==> src/hdl/rsfc_pkg.sv <==
package rsfc_pkg;

  // command codes of the byte-wide register map
  localparam logic [7:0] RANGE_POLARITY_CONFIG_ADDR    = 8'h1D;
  localparam logic [7:0] BROADCAST_REFRESH_CMD_ADDR    = 8'h1E;
  localparam logic [7:0] RESULTS_ONLY_REFRESH_CMD_ADDR = 8'h1F;
  localparam logic [7:0] RATE_PIN_TRACKING_ADDR        = 8'h20;

  // range_polarity_config layout: channel 1 in the highest pair
  localparam int SENSE_FIELD_LSB = 8;
  localparam int BUS_FIELD_LSB   = 0;
  localparam int FIELD_W         = 2;
  localparam int CHANNELS        = 4;

  // polarity codes
  localparam logic [1:0] POL_UNIPOLAR  = 2'h0;
  localparam logic [1:0] POL_BIPOLAR   = 2'h1;
  localparam logic [1:0] POL_BIP_HALF  = 2'h2;
  localparam logic [1:0] POL_RESERVED  = 2'h3;

  // rate_pin_tracking bit positions
  localparam int PIN_LEVEL_BIT   = 7;
  localparam int RISE_SEEN_BIT   = 6;
  localparam int FALL_SEEN_BIT   = 5;
  localparam int RISE_FULL_BIT   = 4;
  localparam int RISE_RES_BIT    = 3;
  localparam int FALL_FULL_BIT   = 2;
  localparam int FALL_RES_BIT    = 1;
  localparam int EDGE_EN_LSB     = 1;

  // reset values
  localparam logic [15:0] RANGE_RESET   = 16'h0000;
  localparam logic [3:0]  EDGE_EN_RESET = 4'h0;

  // settle time before refreshed results may be read
  localparam int CLK_PERIOD_PS   = 5000;
  localparam int SETTLE_TIME_US  = 1000;
  localparam int SETTLE_CYC      = (SETTLE_TIME_US * 1000000) / CLK_PERIOD_PS;
  localparam int SETTLE_W        = 18;

  // decoded serial command: read, write with data, or data-less send byte
  typedef struct packed {
    logic        valid;
    logic        rd;
    logic        send;
    logic [7:0]  addr;
    logic [15:0] wdata;
  } rsfc_cmd_t;

  // refresh actions toward the measurement datapath
  typedef struct packed {
    logic latch_results;
    logic clear_accum;
    logic activate_ctrl;
  } rsfc_refresh_t;

  typedef struct packed {
    logic [2:0]          sync;
    logic                pin_lvl;
    logic                rise_seen;
    logic                fall_seen;
    logic [3:0]          edge_en;
    logic [15:0]         range_cfg;
    logic [15:0]         range_act;
    rsfc_refresh_t       act;
    logic [SETTLE_W-1:0] settle_cnt;
    logic                valid;
    logic [15:0]         rd_data;
    logic                rd_valid;
  } rsfc_state_t;

endpackage

==> src/hdl/rsfc_refresh_ctrl.sv <==
// Operation
// - range register bits 15:8 hold four sense polarity fields, channel 1 highest
// - bits 7:0 hold four bus polarity fields: unipolar, bipolar 32 V, bipolar 16 V
// - sense code 10 selects half span bipolar, code 11 reserved
// - send byte at 1EH is the broadcast refresh, executed on receipt
// - broadcast refresh latches results and clears accumulators like full refresh
// - refreshed data valid from 1 ms until the next refresh
// - send byte at 1FH latches results, accumulators keep running
// - result-only refresh data readable from 1 ms, stable until next refresh
// - bit 7 at 20H reads the present rate pin level
// - bit 6 sets on rising pin edge, cleared only by full refresh
// - bit 5 sets on falling pin edge, cleared only by full refresh
// - bit 4 enables limited full refresh on rising edge
// - bit 3 enables limited result-only refresh on rising edge
// - bit 2 enables limited full refresh on falling edge
// - bit 1 enables limited result-only refresh on falling edge
// - edge enable bits never clear themselves
// - limited refresh latches results but activates no pending control
// - only limited full refresh clears accumulators and count
// - full wins when both limited refreshes are enabled for one edge
// - rate pin register writes and reads act live
// - rate pin is asynchronous to the serial bus
// - bit 0 at 20H ignores writes and reads zero
`timescale 1ns/1ps

module rsfc_refresh_ctrl #(
  parameter int unsigned SETTLE_CYCLES = rsfc_pkg::SETTLE_CYC
) (
  // clock and reset
  input  wire logic                  sys_clk,
  input  wire logic                  rst,
  // decoded serial commands
  input  wire rsfc_pkg::rsfc_cmd_t   cmd,
  input  wire logic                  full_refresh_req,
  output logic [15:0]                rd_data,
  output logic                       rd_valid,
  // rate-override pin
  input  wire logic                  rate_pin,
  // toward the measurement datapath
  output rsfc_pkg::rsfc_refresh_t    refresh,
  output logic [15:0]                latched_range_image,
  output logic                       results_valid
);

  localparam rsfc_pkg::rsfc_state_t ST_RESET = '{
    sync:       3'h0,
    pin_lvl:    1'b0,
    rise_seen:  1'b0,
    fall_seen:  1'b0,
    edge_en:    rsfc_pkg::EDGE_EN_RESET,
    range_cfg:  rsfc_pkg::RANGE_RESET,
    range_act:  rsfc_pkg::RANGE_RESET,
    act:        3'h0,
    settle_cnt: '0,
    valid:      1'b0,
    rd_data:    16'h0000,
    rd_valid:   1'b0
  };

  localparam logic [rsfc_pkg::SETTLE_W-1:0] SETTLE_LAST =
    rsfc_pkg::SETTLE_W'(SETTLE_CYCLES - 1);

  rsfc_pkg::rsfc_state_t st_r;
  rsfc_pkg::rsfc_state_t st_nxt;

  logic pin_rise;
  logic pin_fall;
  logic wr_hit_range;
  logic wr_hit_pin;
  logic bcast_cmd;
  logic resonly_cmd;
  logic full_cmd;
  logic lim_full;
  logic lim_res;

  function automatic logic wr_at(input rsfc_pkg::rsfc_cmd_t c,
                                 input logic [7:0] a);
    wr_at = c.valid && !c.rd && !c.send && (c.addr == a);
  endfunction

  function automatic logic send_at(input rsfc_pkg::rsfc_cmd_t c,
                                   input logic [7:0] a);
    send_at = c.valid && c.send && (c.addr == a);
  endfunction

  function automatic logic [15:0] pin_reg(input rsfc_pkg::rsfc_state_t s);
    pin_reg = 16'h0000;
    pin_reg[rsfc_pkg::PIN_LEVEL_BIT] = s.pin_lvl;
    pin_reg[rsfc_pkg::RISE_SEEN_BIT] = s.rise_seen;
    pin_reg[rsfc_pkg::FALL_SEEN_BIT] = s.fall_seen;
    pin_reg[rsfc_pkg::EDGE_EN_LSB +: 4] = s.edge_en;
  endfunction

  // a level change counts only once stages two and three agree
  assign pin_rise = (st_r.sync[1] == st_r.sync[2]) && st_r.sync[2]
                    && !st_r.pin_lvl;
  assign pin_fall = (st_r.sync[1] == st_r.sync[2]) && !st_r.sync[2]
                    && st_r.pin_lvl;

  assign wr_hit_range = wr_at(cmd, rsfc_pkg::RANGE_POLARITY_CONFIG_ADDR);
  assign wr_hit_pin   = wr_at(cmd, rsfc_pkg::RATE_PIN_TRACKING_ADDR);
  assign bcast_cmd    = send_at(cmd, rsfc_pkg::BROADCAST_REFRESH_CMD_ADDR);
  assign resonly_cmd  = send_at(cmd, rsfc_pkg::RESULTS_ONLY_REFRESH_CMD_ADDR);
  assign full_cmd     = full_refresh_req || bcast_cmd;

  // full beats result-only on the same edge
  assign lim_full = (pin_rise && st_r.edge_en[rsfc_pkg::RISE_FULL_BIT - 1])
                 || (pin_fall && st_r.edge_en[rsfc_pkg::FALL_FULL_BIT - 1]);
  assign lim_res  = !lim_full &&
                   ((pin_rise && st_r.edge_en[rsfc_pkg::RISE_RES_BIT - 1])
                 || (pin_fall && st_r.edge_en[rsfc_pkg::FALL_RES_BIT - 1]));

  always_comb begin
    st_nxt = st_r;

    // three-stage synchroniser; stage one feeds only stage two
    st_nxt.sync = {st_r.sync[1], st_r.sync[0], rate_pin};
    if (pin_rise || pin_fall) begin
      st_nxt.pin_lvl = st_r.sync[2];
    end

    // sticky edge flags; an edge in a clearing cycle still sets
    if (full_cmd) begin
      st_nxt.rise_seen = 1'b0;
      st_nxt.fall_seen = 1'b0;
    end
    if (pin_rise) begin
      st_nxt.rise_seen = 1'b1;
    end
    if (pin_fall) begin
      st_nxt.fall_seen = 1'b1;
    end

    // enables change only by a host write, bit 0 not stored
    if (wr_hit_pin) begin
      st_nxt.edge_en = cmd.wdata[rsfc_pkg::EDGE_EN_LSB +: 4];
    end

    // range writes stay pending until a commanded full refresh
    if (wr_hit_range) begin
      st_nxt.range_cfg = cmd.wdata;
    end
    if (full_cmd) begin
      st_nxt.range_act = st_r.range_cfg;
    end

    // refresh action pulses
    st_nxt.act.latch_results = full_cmd || resonly_cmd
                               || lim_full || lim_res;
    st_nxt.act.clear_accum   = full_cmd || lim_full;
    st_nxt.act.activate_ctrl = full_cmd;

    // results settle window restarts on every refresh of any kind
    if (st_nxt.act.latch_results) begin
      st_nxt.settle_cnt = '0;
      st_nxt.valid      = 1'b0;
    end else if (!st_r.valid) begin
      if (st_r.settle_cnt == SETTLE_LAST) begin
        st_nxt.valid = 1'b1;
      end else begin
        st_nxt.settle_cnt = st_r.settle_cnt + 1'b1;
      end
    end

    // register reads answer one cycle later, unmapped reads give zero
    st_nxt.rd_valid = cmd.valid && cmd.rd;
    if (cmd.valid && cmd.rd) begin
      unique case (cmd.addr)
        rsfc_pkg::RANGE_POLARITY_CONFIG_ADDR: begin
          st_nxt.rd_data = st_r.range_cfg;
        end
        rsfc_pkg::RATE_PIN_TRACKING_ADDR: begin
          st_nxt.rd_data = pin_reg(st_r);
        end
        default: begin
          st_nxt.rd_data = 16'h0000;
        end
      endcase
    end
  end

  always_ff @(posedge sys_clk) begin
    if (rst) begin
      st_r <= ST_RESET;
    end else begin
      st_r <= st_nxt;
    end
  end

  assign rd_data             = st_r.rd_data;
  assign rd_valid            = st_r.rd_valid;
  assign refresh             = st_r.act;
  assign latched_range_image = st_r.range_act;
  assign results_valid       = st_r.valid;
endmodule // rsfc_refresh_ctrl

==> config.mk <==
export PLATFORM = sky130hd
export DESIGN_NAME = rsfc_refresh_ctrl
export DESIGN_NICKNAME = d
export VERILOG_FILES = /design/src/hdl/rsfc_pkg.sv /design/src/hdl/rsfc_refresh_ctrl.sv
export SDC_FILE = /design/constraint.sdc
export NUM_CORES = 1
export LEC_CHECK = 0
export ABC_AREA = 1
export BUFFER_PORTS_ARGS = -buffer_cell sky130_fd_sc_hd__clkbuf_2
export CAP_MARGIN = 10
export CORE_UTILIZATION = 60
export CTS_BUF_LIST = sky130_fd_sc_hd__clkbuf_8
export CTS_CLUSTER_DIAMETER = 50
export DETAILED_ROUTE_END_ITERATION = 6
export HOLD_SLACK_MARGIN = 0.02
export MAX_ROUTING_LAYER = met4
export PLACE_DENSITY = 0.81
export SETUP_SLACK_MARGIN = 0.4
export SLEW_MARGIN = 20
export SYNTH_ARGS = -nofsm -noshare
export SYNTH_HDL_FRONTEND = slang
export SYNTH_SLANG_ARGS = --single-unit
==> constraint.sdc <==
create_clock -name sys_clk -period 3 [get_ports sys_clk]
set_clock_uncertainty 0.2 [all_clocks]
set_input_delay 0.6 -clock sys_clk [delete_from_list [all_inputs] [get_ports sys_clk]]
set_output_delay 0.6 -clock sys_clk [all_outputs]
set_load 0.03 [all_outputs]
==> results by group <==
Pwr
  • Final Total Pwr: 2120 uW
  • Peak VDD IR: 0.342 mV
  • Pleak: 0.00164 uW
  • P per Cell Area: 529 nW/um2

STA
  • Rel. slew slack: 0.437
  • Unrepaired setup endpoints after global routing: no
  • Final setup violating endpoints: 0
  • Final min period: 2.14 ns
  • Final Hold Vio Count: 0
  • Slew @ Worst Pin: 0.844 ns
  • Max-slew violations: 0
  • F_max: 0.468 GHz
  • Fin crit share: 0.712
  • Worst hold slack: 0.229 ns
  • Setup_tns: 0 ns

Setup path
  • Worst setup EP type: register
  • Worst Path Max Fanout: 13
  • CP max stage cell: dfxtp_1
  • CP max stage delay: 0.44 ns
  • WP data required: 3.04 ns
  • Flop-to-flop setup slack: 0.86 ns
  • CP arrival: 2.18 ns
  • Critical path startpoint category: register
  • Crit-path most repeated cell: nand3_2
  • CP cell instances: ha_1 -> nand3_2 -> nor2_2 -> nand3_2 -> nand2_2 -> inv_2 -> nand2_1 -> a21oi_1
  • Setup CP Type: register to register

Job
  • Max-Cap Viols: 0

Clock network
  • CTS buffer count: 9
  • Clk pin slew, worst setup/hold paths: 0.08 ns
  • Hold buffer count at cts: 0
  • Cts repair resizes: 0
  • Clk sinks: 81
  • CTS tree: yes
  • Clk root buf: clkbuf_8
  • Htree depth: 3
  • Post CTS Setup Buffer Count: 0
  • Clock latency on the worst-skew pair: 0.36 ns
  • Clock buffer depth: 2

Routing
  • DR top layer: met4
  • Initial DRC count: 209
  • Met2 wire len: 3520 um
  • Routed wire length: 7730 um
  • DRT Pass-1 Iters: 5
  • Drc violations: 0
  • Post-route ant nets: 0
  • DR vias: 3245
  • Wire length on met3: 390 um
  • WL/cell: 12.7 um
  • Vias/cell: 5.34
  • Met1 wire length: 3660 um

GRT
  • Pin count of the biggest net entering global routing: 53
  • Antenna violations before repair: 0
  • First-pass GRT wire length: 13100 um
  • GRT Overall Usage: 0.268
  • Vias in the first global route: 2946
  • Total grt overflow: 0

Place
  • Port buffer count: 67
  • RePlAce Congestion: 0.893
  • Placed cell count: 592
  • Post-DP Area: 3800 um2
  • Post-DP HPWL: 5420 um

Layout
  • Diode count: 0
  • Final Cell Area: 4000 um2
  • Share of layout cells above drive strength 1: 0.212
  • Post-route insts no fill: 608
  • P&R area growth vs syn: 7.03%
  • Final #Nets: 560

Logic synthesis
  • Post-synth cell types: 30
  • Syn Std Cell Area: 3740 um2
  • Synth Warn #: 0
  • Post-synthesis sequential area ratio: 0.434
  • Mean Syn Cell Area: 7.44 um2
  • FF+latch count, synth: 81
  • Synth Instances: 503
  • Syn_nets: 535

Floorplanning
  • Number of rows in the core area: 28
  • Die Wd: 81.0 um
  • Core Area: 5960 um2
  • Num ports: 68
  • Die ar.: 6550 um2
  • Starting Density: 0.628
  • Die Y-Extent: 81.0 um

Run status
  • Status: finished, final reports clean

Min path
  • Hold WC Path Type: register to register
==> logic make-up after synthesis <==
group | after synthesis | synth area share
simple gates | 235 | 0.282
compound gates | 90 | 0.129
buf+inv | 89 | 0.136
flops | 81 | 0.434
xor+xnor | 7 | 0.0164
fa+ha+maj | 1 | 0.00335
==> state kept, by name (all words and copies together) (netlist names) <==
signal               flops
results_valid            1
latched_range_image     16
rd_valid                 1
refresh                  3
st_nxt                   2
st_r                    42
rd_data                 16
==> final timing paths <==
path                    startpoint                     to  depth (start not counted)
max          st_r[18]$_SDFFE_PP0P_  st_r[27]$_SDFFE_PP0P_                          8
min          st_nxt[79]$_SDFF_PP0_  st_nxt[80]$_SDFF_PP0_                          2
max reg2reg  st_r[18]$_SDFFE_PP0P_  st_r[27]$_SDFFE_PP0P_                          8
min reg2reg  st_nxt[79]$_SDFF_PP0_  st_nxt[80]$_SDFF_PP0_                          2
==> where the power goes <==
part           total [uW]  switching [uW]  internal, uW
registers            1120            16.0          1100
logic                 184             130          54.0
clock network         813             422           391
total                2120             568          1550
==> synth_stat cells <==
cell type | number | area, um2
nor2_1 | 98 | 368
buf_6 | 4 | 45.0
nand2_1 | 78 | 293
buf_4 | 37 | 278
o21ai_0 | 51 | 255
nor2_2 | 2 | 12.5
dfxtp_1 | 81 | 1620
a21oi_1 | 24 | 120
xor2_1 | 3 | 26.3
xnor2_1 | 4 | 35.0
buf_2 | 4 | 20.0
nand3b_1 | 3 | 22.5
clkbuf_1 | 9 | 33.8
a31oi_1 | 7 | 43.8
a21oi_2 | 6 | 52.6
nand4_1 | 6 | 37.5
nor3_1 | 3 | 15.0
and3_1 | 1 | 6.26
inv_1 | 26 | 97.6
nand3_1 | 29 | 145
nand2_2 | 3 | 18.8
o21ai_1 | 2 | 10.0
nor3_2 | 2 | 20.0
nand3_2 | 5 | 50.1
clkinv_1 | 3 | 11.3
nor4_4 | 1 | 21.3
inv_2 | 6 | 22.5
ha_1 | 1 | 12.5
nand2_4 | 1 | 11.3
nor2_4 | 3 | 33.8
==> final cells by class <==
cell class / count / area (um2)
repair buffers: 68 / 343
flip-flops and latches: 81 / 1620
inverters: 35 / 131
clock buffers: 9 / 124
clock inverters: 7 / 78.8
fillers: 539 / 1950
multi-input cells: 333 / 1610
well taps: 75 / 93.8
==> cell usage in the layout (no fill, tap or decap), drive strengths merged, types with 3 or more instances in the layout <==
cell      synthesis  layout
clkinv            3       4
clkbuf            9      76
nand3b            3       3
nand4             6       6
dfxtp            81      81
nand2            82      82
o21ai            53      53
xor2              3       3
nand3            34      34
inv              32      34
xnor2             4       4
nor3              5       5
a31oi             7       7
clkinvlp          0       3
nor2            103     103
a21oi            30      30
==> metrics by stage <==
| step | setup WS, ns | utilization |
|---|---|---|
| final | 0.865 | 0.672 |
| after global routing | 0.654 | 0.672 |
| after CTS | 0.858 | 0.672 |
| after detailed placement | 0.761 | 0.638 |
| after global placement | 0.841 | 0.638 |
| after floorplan | 1.22 | - |
==> metal layers <==
metal  track usage  up-vias
li1              -     1641
met1         0.345     1494
met2         0.410       91
met3        0.0596       19
met4        0.0982        0
met5             -        -
==> critical path: cells and delay by family (launching register included) <==
| family | cells | cell delay [ns] |
|---|---|---|
| buf+inv | 1 | 0.11 |
| compound gates | 1 | 0.05 |
| simple gates | 5 | 0.95 |
| fa+ha+maj | 1 | 0.26 |
| flops | 1 | 0.44 |
No activity file was read; power rests on OpenSTA's default activity.
